===== src/shared/bsc_defs.svh =====
// Function
// RULE_01: Indirect call: Z to PC, upper bits zero.
// RULE_02: Extended indirect call: high bits from register.
// RULE_03: Equal compare skips the next instruction.
// RULE_04: Register bit clear skips next instruction.
// RULE_05: Register bit set skips next instruction.
// RULE_06: I/O bit clear skips, two to four.
// RULE_07: I/O bit set skips, two to four.
// RULE_08: Flag set branch jumps offset plus one.
// RULE_09: Flag clear branch jumps, else falls through.
// RULE_10: Signed greater-or-equal when N xor V zero.
// RULE_11: Signed less-than when N xor V one.
// RULE_12: Carry clear and same-or-higher test carry zero.
// RULE_13: Half-carry branches test the H flag.
// RULE_14: Interrupt branches test the global enable flag.
// RULE_15: Overflow branches test the V flag.
// RULE_16: Transfer branches test the T flag.
// RULE_17: Zero, carry, lower, sign branches test Z/C/N.
// RULE_18: Compares update flags, write no register.
// RULE_19: Call loads target; returns pop, interrupt return sets I.
// RULE_20: Register and pair copy, one cycle, flags kept.
`ifndef BSC_DEFS_SVH
`define BSC_DEFS_SVH

// Status flag bit positions
`define BSC_FLG_C 3'd0
`define BSC_FLG_Z 3'd1
`define BSC_FLG_N 3'd2
`define BSC_FLG_V 3'd3
`define BSC_FLG_S 3'd4
`define BSC_FLG_H 3'd5
`define BSC_FLG_T 3'd6
`define BSC_FLG_I 3'd7

// Fixed opcodes
`define BSC_OP_IND_CALL  16'h9509
`define BSC_OP_XIND_CALL 16'h9519
`define BSC_OP_SUB_RTN   16'h9508
`define BSC_OP_IRQ_RTN   16'h9518

// Masked opcode groups: mask, then match value
`define BSC_M_CALL  16'hfe0e
`define BSC_V_CALL  16'h940e
`define BSC_M_CMPX     16'hfc00
`define BSC_V_CMP_SKIP 16'h1000
`define BSC_V_CMP      16'h1400
`define BSC_V_CMP_C    16'h0400
`define BSC_M_CMP_I    16'hf000
`define BSC_V_CMP_I    16'h3000
`define BSC_M_RBIT     16'hfe08
`define BSC_V_RBIT_CLR 16'hfc00
`define BSC_V_RBIT_SET 16'hfe00
`define BSC_M_IOBIT    16'hff00
`define BSC_V_IOBIT_CLR 16'h9900
`define BSC_V_IOBIT_SET 16'h9b00
`define BSC_M_BRB      16'hfc00
`define BSC_V_BR_SET   16'hf000
`define BSC_V_BR_CLR   16'hf400
`define BSC_V_COPY     16'h2c00
`define BSC_M_COPYW    16'hff00
`define BSC_V_COPYW    16'h0100
`define BSC_M_W2JC  16'hfc0c
`define BSC_V_W2JC  16'h940c
`define BSC_M_W2LS  16'hfc0f
`define BSC_V_W2LS  16'h9000

// Cycle counts
`define BSC_LAT_ONE       3'd1
`define BSC_LAT_IND_CALL   3'd2
`define BSC_LAT_IND_CALL_W 3'd3
`define BSC_LAT_XIND_CALL  3'd3
`define BSC_LAT_CALL      3'd3
`define BSC_LAT_CALL_W    3'd4
`define BSC_LAT_RTN       3'd4
`define BSC_LAT_RTN_W     3'd5
`define BSC_LAT_IO_SKIP   3'd2
`define BSC_LAT_BR_TAKEN  3'd2

`endif


===== src/shared/bsc_pkg.sv =====
package bsc_pkg;

   // Sequencer states, one-hot
   typedef enum logic [1:0] {
      BSC_IDLE = 2'b01,
      BSC_WAIT = 2'b10
   } bsc_state_e;

   // Instruction offered by fetch
   typedef struct packed {
      logic        valid;
      logic [15:0] op;
      logic [15:0] next_op;
   } bsc_instr_s;

   // Operand values read by the register file and I/O space
   typedef struct packed {
      logic [7:0] rd_val;
      logic [7:0] rr_val;
      logic [7:0] rr_hi;
      logic       io_bit;
   } bsc_opnd_s;

   // Core state seen by the decoder
   typedef struct packed {
      logic [21:0] pc;
      logic [15:0] z_ptr;
      logic [5:0]  ind_high;
      logic [7:0]  status_flag_reg;
      logic [21:0] stack_pc;
      logic        wide_pc;
   } bsc_core_s;

   // Compare flag set
   typedef struct packed {
      logic c;
      logic z;
      logic n;
      logic v;
      logic s;
      logic h;
   } bsc_flags_s;

   // Result of one instruction
   typedef struct packed {
      logic        done;
      logic        pc_jump;
      logic [21:0] pc_value;
      logic        flag_we;
      logic [7:0]  flag_value;
      logic        reg_we;
      logic        reg_pair;
      logic [4:0]  reg_idx;
      logic [15:0] reg_data;
      logic        push_we;
      logic [21:0] push_value;
      logic        pop_req;
      logic        unknown;
   } bsc_res_s;

   typedef struct packed {
      bsc_res_s   res;
      logic [2:0] lat;
   } bsc_dec_s;

   // All state of the control unit
   typedef struct packed {
      bsc_state_e state;
      logic [2:0] cnt;
      bsc_res_s   pend;
      bsc_res_s   out;
   } bsc_state_s;

endpackage : bsc_pkg


===== src/hw/bsc_compare.sv =====
`timescale 1ns/100ps
`default_nettype none
`include "bsc_defs.svh"

module bsc_compare (
   input  wire logic [7:0]        a_val,
   input  wire logic [7:0]        b_val,
   input  wire logic              use_carry,
   input  wire logic [7:0]        status_flag_reg,
   output bsc_pkg::bsc_flags_s    flags
);
   import bsc_pkg::*;

   logic [7:0] diff;
   logic       cin;

   // Subtract only; the difference is never written back
   assign cin  = use_carry & status_flag_reg[`BSC_FLG_C];         // [RULE_18]
   assign diff = a_val - b_val - {7'h00, cin};                    // [RULE_18]

   // Flag equations of a subtraction
   always_comb begin
      flags.h = (~a_val[3] & b_val[3]) | (b_val[3] & diff[3]) | (diff[3] & ~a_val[3]);
      flags.c = (~a_val[7] & b_val[7]) | (b_val[7] & diff[7]) | (diff[7] & ~a_val[7]);
      flags.v = (a_val[7] & ~b_val[7] & ~diff[7]) | (~a_val[7] & b_val[7] & diff[7]);
      flags.n = diff[7];
      flags.s = diff[7] ^ flags.v;
      // With carry, zero is only kept or cleared, never set
      flags.z = (diff == 8'h00) & (~use_carry | status_flag_reg[`BSC_FLG_Z]); // [RULE_18]
   end

endmodule : bsc_compare
`default_nettype wire


===== src/hw/bsc_core.sv =====
`timescale 1ns/100ps
`default_nettype none
`include "bsc_defs.svh"

module bsc_core (
   input  wire logic              ref_clk,
   input  wire logic              rst_n,
   input  wire bsc_pkg::bsc_instr_s instr,
   input  wire bsc_pkg::bsc_opnd_s  opnd,
   input  wire bsc_pkg::bsc_core_s  core,
   output logic                   ready,
   output bsc_pkg::bsc_res_s      res
);
   import bsc_pkg::*;

   bsc_state_s s_r;
   bsc_state_s s_nxt;
   bsc_flags_s cmp_flags;
   logic [7:0] cmp_b;
   logic       use_cin_cmp;
   logic       imm_cmp;

   // Opcode group match
   function automatic logic op_is(input logic [15:0] op,
                                  input logic [15:0] mask,
                                  input logic [15:0] val);
      op_is = (op & mask) == val;
   endfunction : op_is

   // Length in words of the instruction that a skip jumps over
   function automatic logic [1:0] word_len(input logic [15:0] op);
      if (op_is(op, `BSC_M_W2JC, `BSC_V_W2JC) || op_is(op, `BSC_M_W2LS, `BSC_V_W2LS)) begin
         word_len = 2'd2;
      end else begin
         word_len = 2'd1;
      end
   endfunction : word_len

   // Selected status flag; the sign slot uses N xor V directly
   function automatic logic flag_pick(input logic [7:0] flg,
                                      input logic [2:0] idx);
      if (idx == `BSC_FLG_S) begin
         flag_pick = flg[`BSC_FLG_N] ^ flg[`BSC_FLG_V];           // [RULE_10] [RULE_11]
      end else begin
         flag_pick = flg[idx];                 // [RULE_12] [RULE_13] [RULE_14] [RULE_15]
      end                                                         // [RULE_16] [RULE_17]
   endfunction : flag_pick

   // Merge compare flags into the status byte, T and I kept
   function automatic logic [7:0] merge_flags(input logic [7:0] flg,
                                              input bsc_flags_s f);
      logic [7:0] m;
      m = flg;
      m[`BSC_FLG_C] = f.c;
      m[`BSC_FLG_Z] = f.z;
      m[`BSC_FLG_N] = f.n;
      m[`BSC_FLG_V] = f.v;
      m[`BSC_FLG_S] = f.s;
      m[`BSC_FLG_H] = f.h;
      merge_flags = m;
   endfunction : merge_flags

   // Decode one instruction into its result and cycle count
   function automatic bsc_dec_s decode(input bsc_instr_s in,
                                       input bsc_opnd_s  o,
                                       input bsc_core_s  c,
                                       input bsc_flags_s f);
      bsc_dec_s    d;
      logic [15:0] op;
      logic [21:0] fall;
      logic [21:0] koff;
      logic [1:0]  len;
      logic        skip_op;
      logic        skip;
      logic        cond;
      logic [2:0]  base;
      op      = in.op;
      d       = '0;
      d.lat   = `BSC_LAT_ONE;
      fall    = c.pc + 22'd1;
      koff    = {{15{op[9]}}, op[9:3]};
      len     = word_len(in.next_op);
      skip_op = 1'b0;
      skip    = 1'b0;
      base    = `BSC_LAT_ONE;
      cond    = 1'b0;
      d.res.done     = 1'b1;
      d.res.pc_value = fall;
      if (op == `BSC_OP_IND_CALL) begin
         d.res.pc_jump    = 1'b1;
         d.res.pc_value   = {6'h00, c.z_ptr};                           // [RULE_01]
         d.res.push_we    = 1'b1;
         d.res.push_value = fall;
         d.lat = c.wide_pc ? `BSC_LAT_IND_CALL_W : `BSC_LAT_IND_CALL; // [RULE_01]
      end else if (op == `BSC_OP_XIND_CALL) begin
         d.res.pc_jump    = 1'b1;
         d.res.pc_value   = {c.ind_high, c.z_ptr};                      // [RULE_02]
         d.res.push_we    = 1'b1;
         d.res.push_value = fall;
         d.lat = `BSC_LAT_XIND_CALL;                                  // [RULE_02]
      end else if (op_is(op, `BSC_M_CALL, `BSC_V_CALL)) begin
         d.res.pc_jump    = 1'b1;
         d.res.pc_value   = {op[8:4], op[0], in.next_op};               // [RULE_19]
         d.res.push_we    = 1'b1;
         d.res.push_value = c.pc + 22'd2;
         d.lat = c.wide_pc ? `BSC_LAT_CALL_W : `BSC_LAT_CALL;         // [RULE_19]
      end else if (op == `BSC_OP_SUB_RTN || op == `BSC_OP_IRQ_RTN) begin
         d.res.pc_jump  = 1'b1;
         d.res.pc_value = c.stack_pc;                                  // [RULE_19]
         d.res.pop_req  = 1'b1;
         d.lat = c.wide_pc ? `BSC_LAT_RTN_W : `BSC_LAT_RTN;           // [RULE_19]
         if (op == `BSC_OP_IRQ_RTN) begin
            d.res.flag_we    = 1'b1;
            d.res.flag_value = c.status_flag_reg | (8'h01 << `BSC_FLG_I); // [RULE_19]
         end
      end else if (op_is(op, `BSC_M_CMPX, `BSC_V_CMP_SKIP)) begin
         skip_op = 1'b1;
         skip    = o.rd_val == o.rr_val;                               // [RULE_03]
      end else if (op_is(op, `BSC_M_CMPX, `BSC_V_CMP) || op_is(op, `BSC_M_CMPX, `BSC_V_CMP_C)
                   || op_is(op, `BSC_M_CMP_I, `BSC_V_CMP_I)) begin
         d.res.flag_we    = 1'b1;
         d.res.flag_value = merge_flags(c.status_flag_reg, f);         // [RULE_18]
      end else if (op_is(op, `BSC_M_RBIT, `BSC_V_RBIT_CLR)) begin
         skip_op = 1'b1;
         skip    = ~o.rr_val[op[2:0]];                                 // [RULE_04]
      end else if (op_is(op, `BSC_M_RBIT, `BSC_V_RBIT_SET)) begin
         skip_op = 1'b1;
         skip    = o.rr_val[op[2:0]];                                  // [RULE_05]
      end else if (op_is(op, `BSC_M_IOBIT, `BSC_V_IOBIT_CLR)) begin
         skip_op = 1'b1;
         base    = `BSC_LAT_IO_SKIP;                                   // [RULE_06]
         skip    = ~o.io_bit;                                          // [RULE_06]
      end else if (op_is(op, `BSC_M_IOBIT, `BSC_V_IOBIT_SET)) begin
         skip_op = 1'b1;
         base    = `BSC_LAT_IO_SKIP;                                   // [RULE_07]
         skip    = o.io_bit;                                           // [RULE_07]
      end else if (op_is(op, `BSC_M_BRB, `BSC_V_BR_SET)
                   || op_is(op, `BSC_M_BRB, `BSC_V_BR_CLR)) begin
         // Bit 10 clear selects the set form
         cond = flag_pick(c.status_flag_reg, op[2:0]) ^ op[10];        // [RULE_08] [RULE_09]
         if (cond) begin
            d.res.pc_jump  = 1'b1;
            d.res.pc_value = fall + koff;                              // [RULE_08] [RULE_09]
            d.lat          = `BSC_LAT_BR_TAKEN;
         end
      end else if (op_is(op, `BSC_M_CMPX, `BSC_V_COPY)) begin
         d.res.reg_we   = 1'b1;
         d.res.reg_idx  = op[8:4];                                     // [RULE_20]
         d.res.reg_data = {8'h00, o.rr_val};                           // [RULE_20]
      end else if (op_is(op, `BSC_M_COPYW, `BSC_V_COPYW)) begin
         d.res.reg_we   = 1'b1;
         d.res.reg_pair = 1'b1;
         d.res.reg_idx  = {op[7:4], 1'b0};                             // [RULE_20]
         d.res.reg_data = {o.rr_hi, o.rr_val};                         // [RULE_20]
      end else begin
         d.res.unknown = 1'b1;
      end
      // Skips pass over one or two words and spend a cycle per word
      if (skip_op) begin
         d.lat = base;
         if (skip) begin
            d.res.pc_jump  = 1'b1;
            d.res.pc_value = fall + {20'h00000, len};        // [RULE_03] [RULE_04] [RULE_05]
            d.lat          = base + {1'b0, len};             // [RULE_06] [RULE_07]
         end
      end
      decode = d;
   endfunction : decode

   // Compare operand selection
   assign use_cin_cmp = op_is(instr.op, `BSC_M_CMPX, `BSC_V_CMP_C);
   assign imm_cmp     = op_is(instr.op, `BSC_M_CMP_I, `BSC_V_CMP_I);
   assign cmp_b       = imm_cmp ? {instr.op[11:8], instr.op[3:0]} : opnd.rr_val;

   bsc_compare u_compare (
      .a_val           (opnd.rd_val),
      .b_val           (cmp_b),
      .use_carry       (use_cin_cmp),
      .status_flag_reg (core.status_flag_reg),
      .flags     (cmp_flags)
   );

   // Accept, count the cycles, release the result on the last one
   always_comb begin
      bsc_dec_s d;
      d         = decode(instr, opnd, core, cmp_flags);
      s_nxt     = s_r;
      s_nxt.out = '0;
      case (s_r.state)
         BSC_IDLE: begin
            if (instr.valid) begin
               if (d.lat == `BSC_LAT_ONE) begin
                  s_nxt.out = d.res;                                   // [RULE_18] [RULE_20]
               end else begin
                  s_nxt.state = BSC_WAIT;
                  s_nxt.cnt   = d.lat - 3'd1;
                  s_nxt.pend  = d.res;
               end
            end
         end
         BSC_WAIT: begin
            s_nxt.cnt = s_r.cnt - 3'd1;
            if (s_r.cnt == 3'd1) begin
               s_nxt.out   = s_r.pend;
               s_nxt.state = BSC_IDLE;
               s_nxt.pend  = '0;
            end
         end
         default: begin
            s_nxt       = '0;
            s_nxt.state = BSC_IDLE;
         end
      endcase
   end

   // State register, synchronous reset
   always_ff @(posedge ref_clk) begin
      if (!rst_n) begin
         s_r       <= '0;
         s_r.state <= BSC_IDLE;
      end else begin
         s_r <= s_nxt;
      end
   end

   assign ready = rst_n && (s_r.state == BSC_IDLE); // Takes a new instruction
   assign res   = s_r.out;                          // Registered result

endmodule : bsc_core
`default_nettype wire


===== config.mk =====
export PLATFORM = sky130hd
export DESIGN_NAME = bsc_core
export DESIGN_NICKNAME = d
export VERILOG_FILES = /design/src/shared/bsc_pkg.sv /design/src/hw/bsc_compare.sv /design/src/hw/bsc_core.sv
export VERILOG_INCLUDE_DIRS = /design/src /design/src/shared
export SDC_FILE = /design/constraint.sdc
export NUM_CORES = 1
export LEC_CHECK = 0
export ABC_AREA = 1
export BUFFER_PORTS_ARGS = -buffer_cell sky130_fd_sc_hd__buf_2
export CAP_MARGIN = 30
export CORE_ASPECT_RATIO = 1.2
export CORE_MARGIN = 2
export CORE_UTILIZATION = 58
export DETAILED_ROUTE_END_ITERATION = 6
export PLACE_DENSITY = 0.8
export SLEW_MARGIN = 30
export SYNTH_ARGS = -nofsm -noshare
export SYNTH_HDL_FRONTEND = slang
export SYNTH_SLANG_ARGS = --single-unit
export TNS_END_PERCENT = 50

===== constraint.sdc =====
create_clock -name ref_clk -period 3.5 [get_ports ref_clk]
set_input_delay 0.175 -clock ref_clk [delete_from_list [all_inputs] [get_ports ref_clk]]
set_output_delay 0.175 -clock ref_clk [all_outputs]
set_load 0.01 [all_outputs]

# After elaboration in Yosys (flattened, before gate mapping)
# Cells that the tools add are included.
[totals]
reg_bits = 167
input_bits = 135
out_inout_bits = 82
wordCells = 230
[classes]
add_sub_neg = 9
order_cmp = 1
n_eq_ne = 28
n_mux = 128
bitwise_logic = 27
n_reduce_logical = 9
[ops]
columns = ["operator", "n"]
rows = [
  ["2-to-1 mux 23 bit", 35],
  ["one-hot mux 167 bit (2 select lines)", 1],
  ["2-to-1 mux 55 bit", 5],
  ["2-to-1 mux 167 bit", 1],
  ["2-to-1 mux 162 bit", 1],
  ["2-to-1 mux 32 bit", 4],
  ["2-to-1 mux 86 bit", 1],
  ["2-to-1 mux 81 bit", 1],
  ["== test 16 bit (second input constant)", 4],
  ["2-to-1 mux 1 bit", 43],
  ["== test 8 bit (second input constant)", 5],
  ["2-to-1 mux 2 bit", 15],
  ["2-to-1 mux 3 bit", 9],
  ["2-to-1 mux 4 bit", 6],
  ["adder 22 x 1 -> 22 bit (second input constant)", 1],
  ["adder 22 x 2 -> 22 bit", 1],
  ["adder 22 x 2 -> 22 bit (second input constant)", 1],
  ["adder 22 bit", 1],
  ["2-to-1 mux 21 bit", 1],
  ["== test 10 bit (second input constant)", 2],
  ["2-to-1 mux 9 bit", 2],
  ["== test 6 x 3 -> 1 bit (second input constant)", 2],
  ["== test 6 bit (second input constant)", 2],
  ["bitwise AND 1 bit", 11],
  ["25 further kinds", 47],
]

# Depth between registers and ports, before layout
# Gate-level depths: netlist (run 1).
[depth]
ltp_word = 36
ltp_mapped = 28
depth_no_buf = 28

# Hierarchy
# From an unflattened synthesis (run 1), not the netlist that was laid out.
[unflattened]
cells_unflattened = 2069
area_unflattened_um2 = 13007.5
[modules_own_cells]
columns = ["module", "instances", "cells_each", "area_each_um2", "seq_area_each_um2"]
rows = [
  ["bsc_core", 1, 1948, 12318.1, 3323.2],
  ["bsc_compare", 1, 121, 689.4, 0.0],
]

# Least setup slack after synthesis (run 1)
# OpenSTA, ideal clock, no wires.
[synth_timing]
path_type = "input to register"
start = "input port core[54] in the netlist's numbering"
end = "register s_r[159] in the netlist's numbering"
setup_time_ns = 0.132
arrival_time_ns = 2.753
required_time_ns = 3.368
slack_ns = 0.614
stages = 27
path_buffers = 0
path_cell_list = "ha_1 nand2_1 nor2_2 nand2_1 nor2_1 nand2_1 nor2_1 xor2_1 inv_1 ha_1 nand2_1 nor2_1 nand2_1 nor2_1 nand2_1 nand3_1 inv_1 nand2_1 nand3_1 nand2_1 nand2_1 nand2_1 nand2_1 nand2_1 nand2_1 nand2_1 a21oi_1"
[synth_between]
elab_chain_len = 23
elab_cells_between_ends = 24
cone_classes = "add/sub: 3; mux: 21"
[synth_rtl]
columns = ["item", "line_no", "text"]
rows = [
  ["start: declaration", "bsc_core.sv:10", "input wire bsc_pkg::bsc_core_s core,"],
  ["adder 22 x 1 -> 22 bit (*)", "bsc_core.sv:80", "fall = c.pc + 22'd1;"],
  ["adder 22 bit", "bsc_core.sv:143", "d.res.pc_value = fall + koff;"],
  ["2-to-1 mux 23 bit", "bsc_core.sv:141", "if (cond) begin"],
  ["2-to-1 mux 23 bit", "bsc_core.sv:137", "end else if (op_is(op, `BSC_M_BRB, `BSC_V_BR_SET)"],
  ["2-to-1 mux 23 bit", "bsc_core.sv:133", "end else if (op_is(op, `BSC_M_IOBIT, `BSC_V_IOBIT_SET)) begin"],
  ["2-to-1 mux 23 bit", "bsc_core.sv:129", "end else if (op_is(op, `BSC_M_IOBIT, `BSC_V_IOBIT_CLR)) begin"],
  ["2-to-1 mux 23 bit", "bsc_core.sv:126", "end else if (op_is(op, `BSC_M_RBIT, `BSC_V_RBIT_SET)) begin"],
  ["2-to-1 mux 23 bit", "bsc_core.sv:123", "end else if (op_is(op, `BSC_M_RBIT, `BSC_V_RBIT_CLR)) begin"],
  ["(+7 left out)", "-", ""],
  ["2-to-1 mux 23 bit", "bsc_core.sv:101", "end else if (op_is(op, `BSC_M_CALL, `BSC_V_CALL)) begin"],
  ["2-to-1 mux 23 bit", "bsc_core.sv:95", "end else if (op == `BSC_OP_XIND_CALL) begin"],
  ["2-to-1 mux 23 bit", "bsc_core.sv:89", "if (op == `BSC_OP_IND_CALL) begin"],
  ["2-to-1 mux 23 bit", "bsc_core.sv:161", "if (skip) begin"],
  ["2-to-1 mux 23 bit (*)", "bsc_core.sv:159", "if (skip_op) begin"],
  ["2-to-1 mux 86 bit (*)", "bsc_core.sv:192", "if (d.lat == `BSC_LAT_ONE) begin"],
  ["2-to-1 mux 167 bit (*)", "bsc_core.sv:191", "if (instr.valid) begin"],
  ["one-hot mux 167 bit (2 select lines) (*)", "bsc_core.sv:189", "case (s_r.state)"],
  ["end signal: assignment", "bsc_core.sv:222", "s_r <= s_nxt;"],
  ["end: declaration", "bsc_core.sv:16", "bsc_state_s s_r;"],
]
# Mark *: on every way between the ends. The rest lies on a longest branch, timed or not. The select of a mux whose other input is x is not followed.
# A chain may end at the register's enable or synchronous reset.

# Worst setup path after layout (run 1)
[layout_timing]
start = "input port core[55] in the netlist's numbering"
end = "register s_r, in the netlist res[71]"
[layout_between]
elab_chain_len = 23
elab_cells_between_ends = 24
cone_classes = "add/sub: 3; mux: 21"
[layout_rtl]
columns = ["item", "line_no"]
rows = [
  ["adder 22 x 1 -> 22 bit (*)", "bsc_core.sv:80"],
  ["adder 22 bit", "bsc_core.sv:143"],
  ["2-to-1 mux 23 bit", "bsc_core.sv:141"],
  ["2-to-1 mux 23 bit", "bsc_core.sv:137"],
  ["2-to-1 mux 23 bit", "bsc_core.sv:133"],
  ["2-to-1 mux 23 bit", "bsc_core.sv:129"],
  ["2-to-1 mux 23 bit", "bsc_core.sv:126"],
  ["2-to-1 mux 23 bit", "bsc_core.sv:123"],
  ["(+7 left out)", "-"],
  ["2-to-1 mux 23 bit", "bsc_core.sv:101"],
  ["2-to-1 mux 23 bit", "bsc_core.sv:95"],
  ["2-to-1 mux 23 bit", "bsc_core.sv:89"],
  ["2-to-1 mux 23 bit", "bsc_core.sv:161"],
  ["2-to-1 mux 23 bit (*)", "bsc_core.sv:159"],
  ["2-to-1 mux 81 bit (*)", "bsc_core.sv:192"],
  ["2-to-1 mux 167 bit (*)", "bsc_core.sv:191"],
  ["one-hot mux 167 bit (2 select lines) (*)", "bsc_core.sv:189"],
]
# Marked as above.

==> impl_metrics.ini, run 1 <==
[run_status]
status = complete, no violations

[min_path]
hold_path_class = input port to register
holdPathStages = 3
hp-start = opnd[2]
min_to = res[34]$_SDFF_PN0_

[global_routing]
grt_pass1_vias = 13624
grt_max_degree = 49
antenna_found_initial = 0
grt_pass1_wl_mm = 72.9
grt.overflow.total = 0
groute.usage.overall = 0.425

[routing]
ant_nets = 0
vias = 14498
via_per_inst = 5.85
drt-total-wl_mm = 48.4
first_pass_iters = 7
drt_iter0_drc = 1423
drt-wirelength-per-cell_um = 19.5
drc = 0

[synth]
syn_area_per_cell_sq_um = 6.26
ys.flop_type = dfxtp_1
seq_area_frac_synth = 0.268
syn_inst = 1977
syn-cell-area_sq_um = 12400
synth_seq_cells = 166
synth_warnings = 0
async_flop_share = 0
synth_edf_count = 0
synth_nets = 2168
synth_cell_type_count = 51

[place]
numPortBuffers = 216
routabilityCongestion = 1.11
dpl.hpwl_mm = 37.5
dp_cells = 2447

[final_layout]
final_cells = 2479
fin_nets = 2387
final_common_cell = nand2_1
syn_to_final_growth_pct = 17.5
fillerInstances = 1862
antenna_cells = 0
final_cell_mix = nand2_1, a21oi_1, buf_2
layout-drive-gt1-share = 0.202
fin_util = 0.694

[setup_path]
ff2ff_path_depth = 14
cp_common_cell = nand2_1
crit_path_end_kind = register
crit_path_top_delay_cell = a21boi_0
r2r_slack_ps = 800
r2r_start = s_r[166]$_SDFFE_PN0P_
worstPathArrival_ps = 3560
required_ps = 3860
cp_slowest_stage_delay_ps = 400
critPathKind = input port to register
reg2reg_to = s_r[126]$_SDFFE_PN0P_
path_cells = buf_2, ha_1, nand2_1, nor2_2, nand2_1, o21ai_0, nand2_1, ha_1, a21oi_1, buf_4, a21boi_0, nor2_1, nor2_1, nand2_1, nand2_1, nand2_1, o21ai_0, nand2_1, a21oi_1, nand2_1, a21oi_1
worstPathMaxFanout = 5
start_kind = input port

[floorplanning]
design.core.area_sq_um = 21000
fp.dieH_um = 164
start_util = 0.590
rows = 58
io_pins = 217
die-width_um = 137
die_area_sq_um = 22500

[timing]
worstMarginPinSlew_ps = 856
fmax_ghz = 0.312
drv_slew = 0
setup_tns_ps = 0
fin_crit_sh = 0.915
slew_headroom = 0.429
rsz0062_at_grt = no
fin_worst_skew_ps = 13.2
period_needed_ps = 3200
finalSetupViolCount = 0
final_hold_viol_count = 0

[cts]
cts_htree_levels = 4
clkTransAtPathRegs_ps = 80
numCtsBuffers = 17
cts-root-buf = clkbuf_16
cts_tree = done
clock_sinks = 166
ctsHoldBuffers = 0
clock_latency_ps = 440
post_cts_buffers = 0
ctsResizeCount = 0
clk_path_buf_depth = 2

[pwr]
vdd_drop_max_mv = 0.410
power.leakage_nw = 6.89
power_density_nw_per_um2 = 366

[run]
cap_viol_max_count = 0
logic make-up after synthesis:
| logic type | synth area share |
|---|---|
| flops | 0.268 |
| buf+inv | 0.139 |
| compound gates | 0.174 |
| fa+ha+maj | 0.0596 |
| xor+xnor | 0.0317 |
| simple gates | 0.327 |
layer usage:
metal  up-vias  routed length, um  GRT usage
met5         -                  0          0
met4         0               4250      0.307
met3       242               4110     0.0951
met2       861              22700      0.714
met1      6598              17300      0.469
li1       6797                  -          -
where the power goes:
group	switching (W)	leakage [nW]	internal [W]
sequential	0.0000208	1.34	0.00193
clock	0.000895	0.298	0.00103
combinational	0.000957	5.26	0.000497
synthesized netlist by cell type, types with 3 or more instances:
library cell  count  area, sq um
nor4_1            7         43.8
o32ai_1           4         35.0
clkbuf_1         42          158
nand2_1         556         2090
nor3_2            3         30.0
a22oi_1          34          255
a21oi_1         231         1160
a31oi_1           3         18.8
nand3b_1          4         30.0
buf_4            90          676
fa_1              5          100
nand3_1          81          405
or2_2             3         18.8
a21boi_0          3         22.5
xor2_1           35          307
buf_6             5         56.3
nor3_1           31          155
inv_2            22         82.6
o21ai_0          65          325
o21ai_1           7         35.0
o21bai_1          4         30.0
inv_1           178          668
nor2_2            9         56.3
o211ai_1         11         82.6
xnor2_1           8         70.1
o22ai_1          21          131
dfxtp_1         166         3320
nor2_1          216          811
buf_2            13         65.1
nand2_2          12         75.1
nand4_1          30          188
ha_1             51          638
worst max-delay path, delay by kind of cell:
family	cells	cell delay (ps)
AO/OA/AOI/OAI	6	1460
buffers and inverters	2	300
AND/OR/NAND/NOR	11	1060
adder cells (fa/ha/maj)	2	560
stage by stage:
stage               hold WS, ps  power, W  setup WS, ps  cell area [sq um]
floorplan                   317   0.00285           614              12400
global placement            432   0.00337         -63.1              13900
detailed placement          454   0.00339         -29.3              13900
CTS                        13.9   0.00527           387              14500
global route               39.3   0.00551          18.1              14500
finish                     30.0   0.00533           298              14500
worst max-delay path by stage:
stage	cells after the start	from	endpoint	slack, ps
6_report	21	core[55]	res[71]$_SDFF_PN0_	300
5_1_grt	21	core[55]	res[71]$_SDFF_PN0_	20
4_1_cts	21	core[55]	res[71]$_SDFF_PN0_	390
3_5_place_dp	21	core[55]	res[71]$_SDFF_PN0_	-30
3_3_place_gp	21	core[55]	res[71]$_SDFF_PN0_	-60
2_1_floorplan	27	core[54]	s_r[159]$_SDFFE_PN0P_	610
final cells by class:
class / count / area (sq um) / area share
multi-input cells: 1457 / 7350 / 0.505
inverters: 202 / 758 / 0.0521
flip-flops and latches: 166 / 3320 / 0.228
clock buffers: 18 / 429 / 0.0295
clock inverters: 14 / 184 / 0.0126
well taps: 270 / 338 / 0.0232
repair buffers: 352 / 2160 / 0.149
sequential cells by signal, indices dropped and copies added, names as in the netlist:
register,cells
s_r,85
res,81
Power figures use the tool's default switching activity.
==> run 2, diff against run 1 <==
Settings changed: CORE_UTILIZATION 58 to 52, PLACE_DENSITY 0.8 to 0.76.
Clock period 3.5 ns to 2.72 ns, I/O delays scaled along.
==> impl_metrics.ini, run 2 (synthesis results as in run 1) <==
[run_status]
status = finished, violations left
violations = design-rule violations

[global_routing]
grt_pass1_vias = 14726
groute.usage.overall = 0.397
grt_pass1_wl_mm = 76.8
grt.overflow.total = 0
grt_max_degree = 57
antenna_found_initial = 1

[timing]
rsz0062_at_grt = yes
final_hold_viol_count = 0
period_needed_ps = 2670
drv_slew = 0
finalSetupViolCount = 0
fin_crit_sh = 0.983
layout_setup_ws_ps = 46.2
fin_worst_skew_ps = 17.1
slew_headroom = 0.533
fmax_ghz = 0.374
worstMarginPinSlew_ps = 697

[cts]
clkTransAtPathRegs_ps = 80
clock_latency_ps = 440
cts-root-buf = clkbuf_16
cts_tree = done
clock_sinks = 166
clk_path_buf_depth = 2
numCtsBuffers = 17
cts_htree_levels = 4

[final_layout]
final_cell_mix = nand2_1, buf_4, buf_2
antenna_cells = 0
final_cell_area_sq_um = 17200
fin_nets = 2597
largest_reg_flops = 85
regMostFlops = s_r
fin_util = 0.738
layout-drive-gt1-share = 0.333
syn_to_final_growth_pct = 38.8
final_common_cell = nand2_1

[pwr]
switchingPower_w = 0.00268
vdd_drop_max_mv = 0.420
swShare = 0.357
power.leakage_nw = 8.12
p_seq_frac = 0.335
power_density_nw_per_um2 = 436
p_int_w = 0.00481
power_frac_comb = 0.325
clkPwrFrac = 0.340

[routing]
drt-wirelength-per-cell_um = 19.1
first_pass_iters = 7
vias = 15387
drt-total-wl_mm = 52.3
drt_iter0_drc = 1422
drc = 3
ant_nets = 0
via_per_inst = 5.63

[floorplanning]
die_area_sq_um = 25100
rows = 61
io_pins = 217
design.core.area_sq_um = 23300
fp.dieH_um = 173
start_util = 0.532
die-width_um = 145

[setup_path]
required_ps = 3080
start_kind = input port
worstPathArrival_ps = 3030
worstPathMaxFanout = 12
crit_path_end_kind = register
r2r_slack_ps = 160
critPathKind = input port to register

[place]
pre_cts_ws_ps = -709
dpl.hpwl_mm = 39.3
numPortBuffers = 216
routabilityCongestion = 1.06
placed_area_sq_um = 15400

[min_path]
hold_path_class = input port to register

[run]
cap_viol_max_count = 0
run 2: cell count changes in the layout (fill, tap and decap cells not counted), moves of 17 or more:
cell     before  now
nand2_1     555  522
nor2_1      214  192
buf_4       131  323
a21oi_1     231  197
ha_1         51   34
a21oi_2       0   33
nand2_2      13   38
run 2: area by class of cell:
class                           instances  area, sq um
Clock buffer                           17          425
Clock inverter                         15          200
Fill cell                            1892         6090
Inverter                              202          767
Multi-Input combinational cell       1457         8130
Sequential cell                       166         3320
Tap cell                              315          394
Timing Repair Buffer                  562         3960
run 2: per-stage QoR:
| step | cells | hold WS (ps) | setup TNS [ps] | total power [W] |
|---|---|---|---|---|
| 5_1_grt | 2734 | 35.8 | -883 | 0.00775 |
| 2_1_floorplan | 1977 | 278 | -171 | 0.00367 |
| 4_1_cts | 2709 | 34.9 | 0 | 0.00714 |
| 6_report | 2734 | 44.0 | 0 | 0.00749 |
| 3_5_place_dp | 2671 | 409 | -54460 | 0.00459 |
| 3_3_place_gp | 2671 | 408 | -39730 | 0.00457 |
run 2: power by group through the flow:
stage / logic, W / clock network (W) / registers [W]
CTS: 0.00210 / 0.00254 / 0.00251
detailed placement: 0.00204 / 0 / 0.00256
finish: 0.00244 / 0.00255 / 0.00251
floorplan: 0.00112 / 0 / 0.00255
global placement: 0.00201 / 0 / 0.00256
global route: 0.00259 / 0.00264 / 0.00251
run 2: metal layers:
metal | track usage | part of all wire
met5 | 0 | 0
met4 | 0.281 | 0.090
met3 | 0.0609 | 0.072
met2 | 0.675 | 0.48
met1 | 0.446 | 0.36
run 2: what timing repair did:
action	CTS	global route
gates cloned	0	5
hold buffers	2	0
buffers inserted	4	20
pin swaps	15	52
gates resized for setup	42	164
setup endpoints to repair	28	108
endpoints found under the hold margin	4	0
run 2: critical path, stage by stage:
cell       delay [ps]
buf_2             140
buf_4             130
inv_2              30
nor2_1            160
nand3_1           230
ha_4              240
fa_1              530
nand2_1            60
a32o_2            260
ha_4              170
nand3_4           110
nand4_4           110
nor2_4            160
buf_12            150
clkbuf_16         180
nand2_1            60
a21oi_1           150
run 2: final timing paths:
| check | start | end | depth (start not counted) |
|---|---|---|---|
| worst min register to register | s_r[82]$_SDFFE_PN0P_ | res[1]$_SDFF_PN0_ | 2 |
| worst max-delay path | instr[31] | s_r[81]$_SDFFE_PN0P_ | 17 |
| worst min-delay path | rst_n | s_r[114]$_SDFFE_PN0P_ | 3 |
| worst max register to register | s_r[166]$_SDFFE_PN0P_ | s_r[116]$_SDFFE_PN0P_ | 12 |
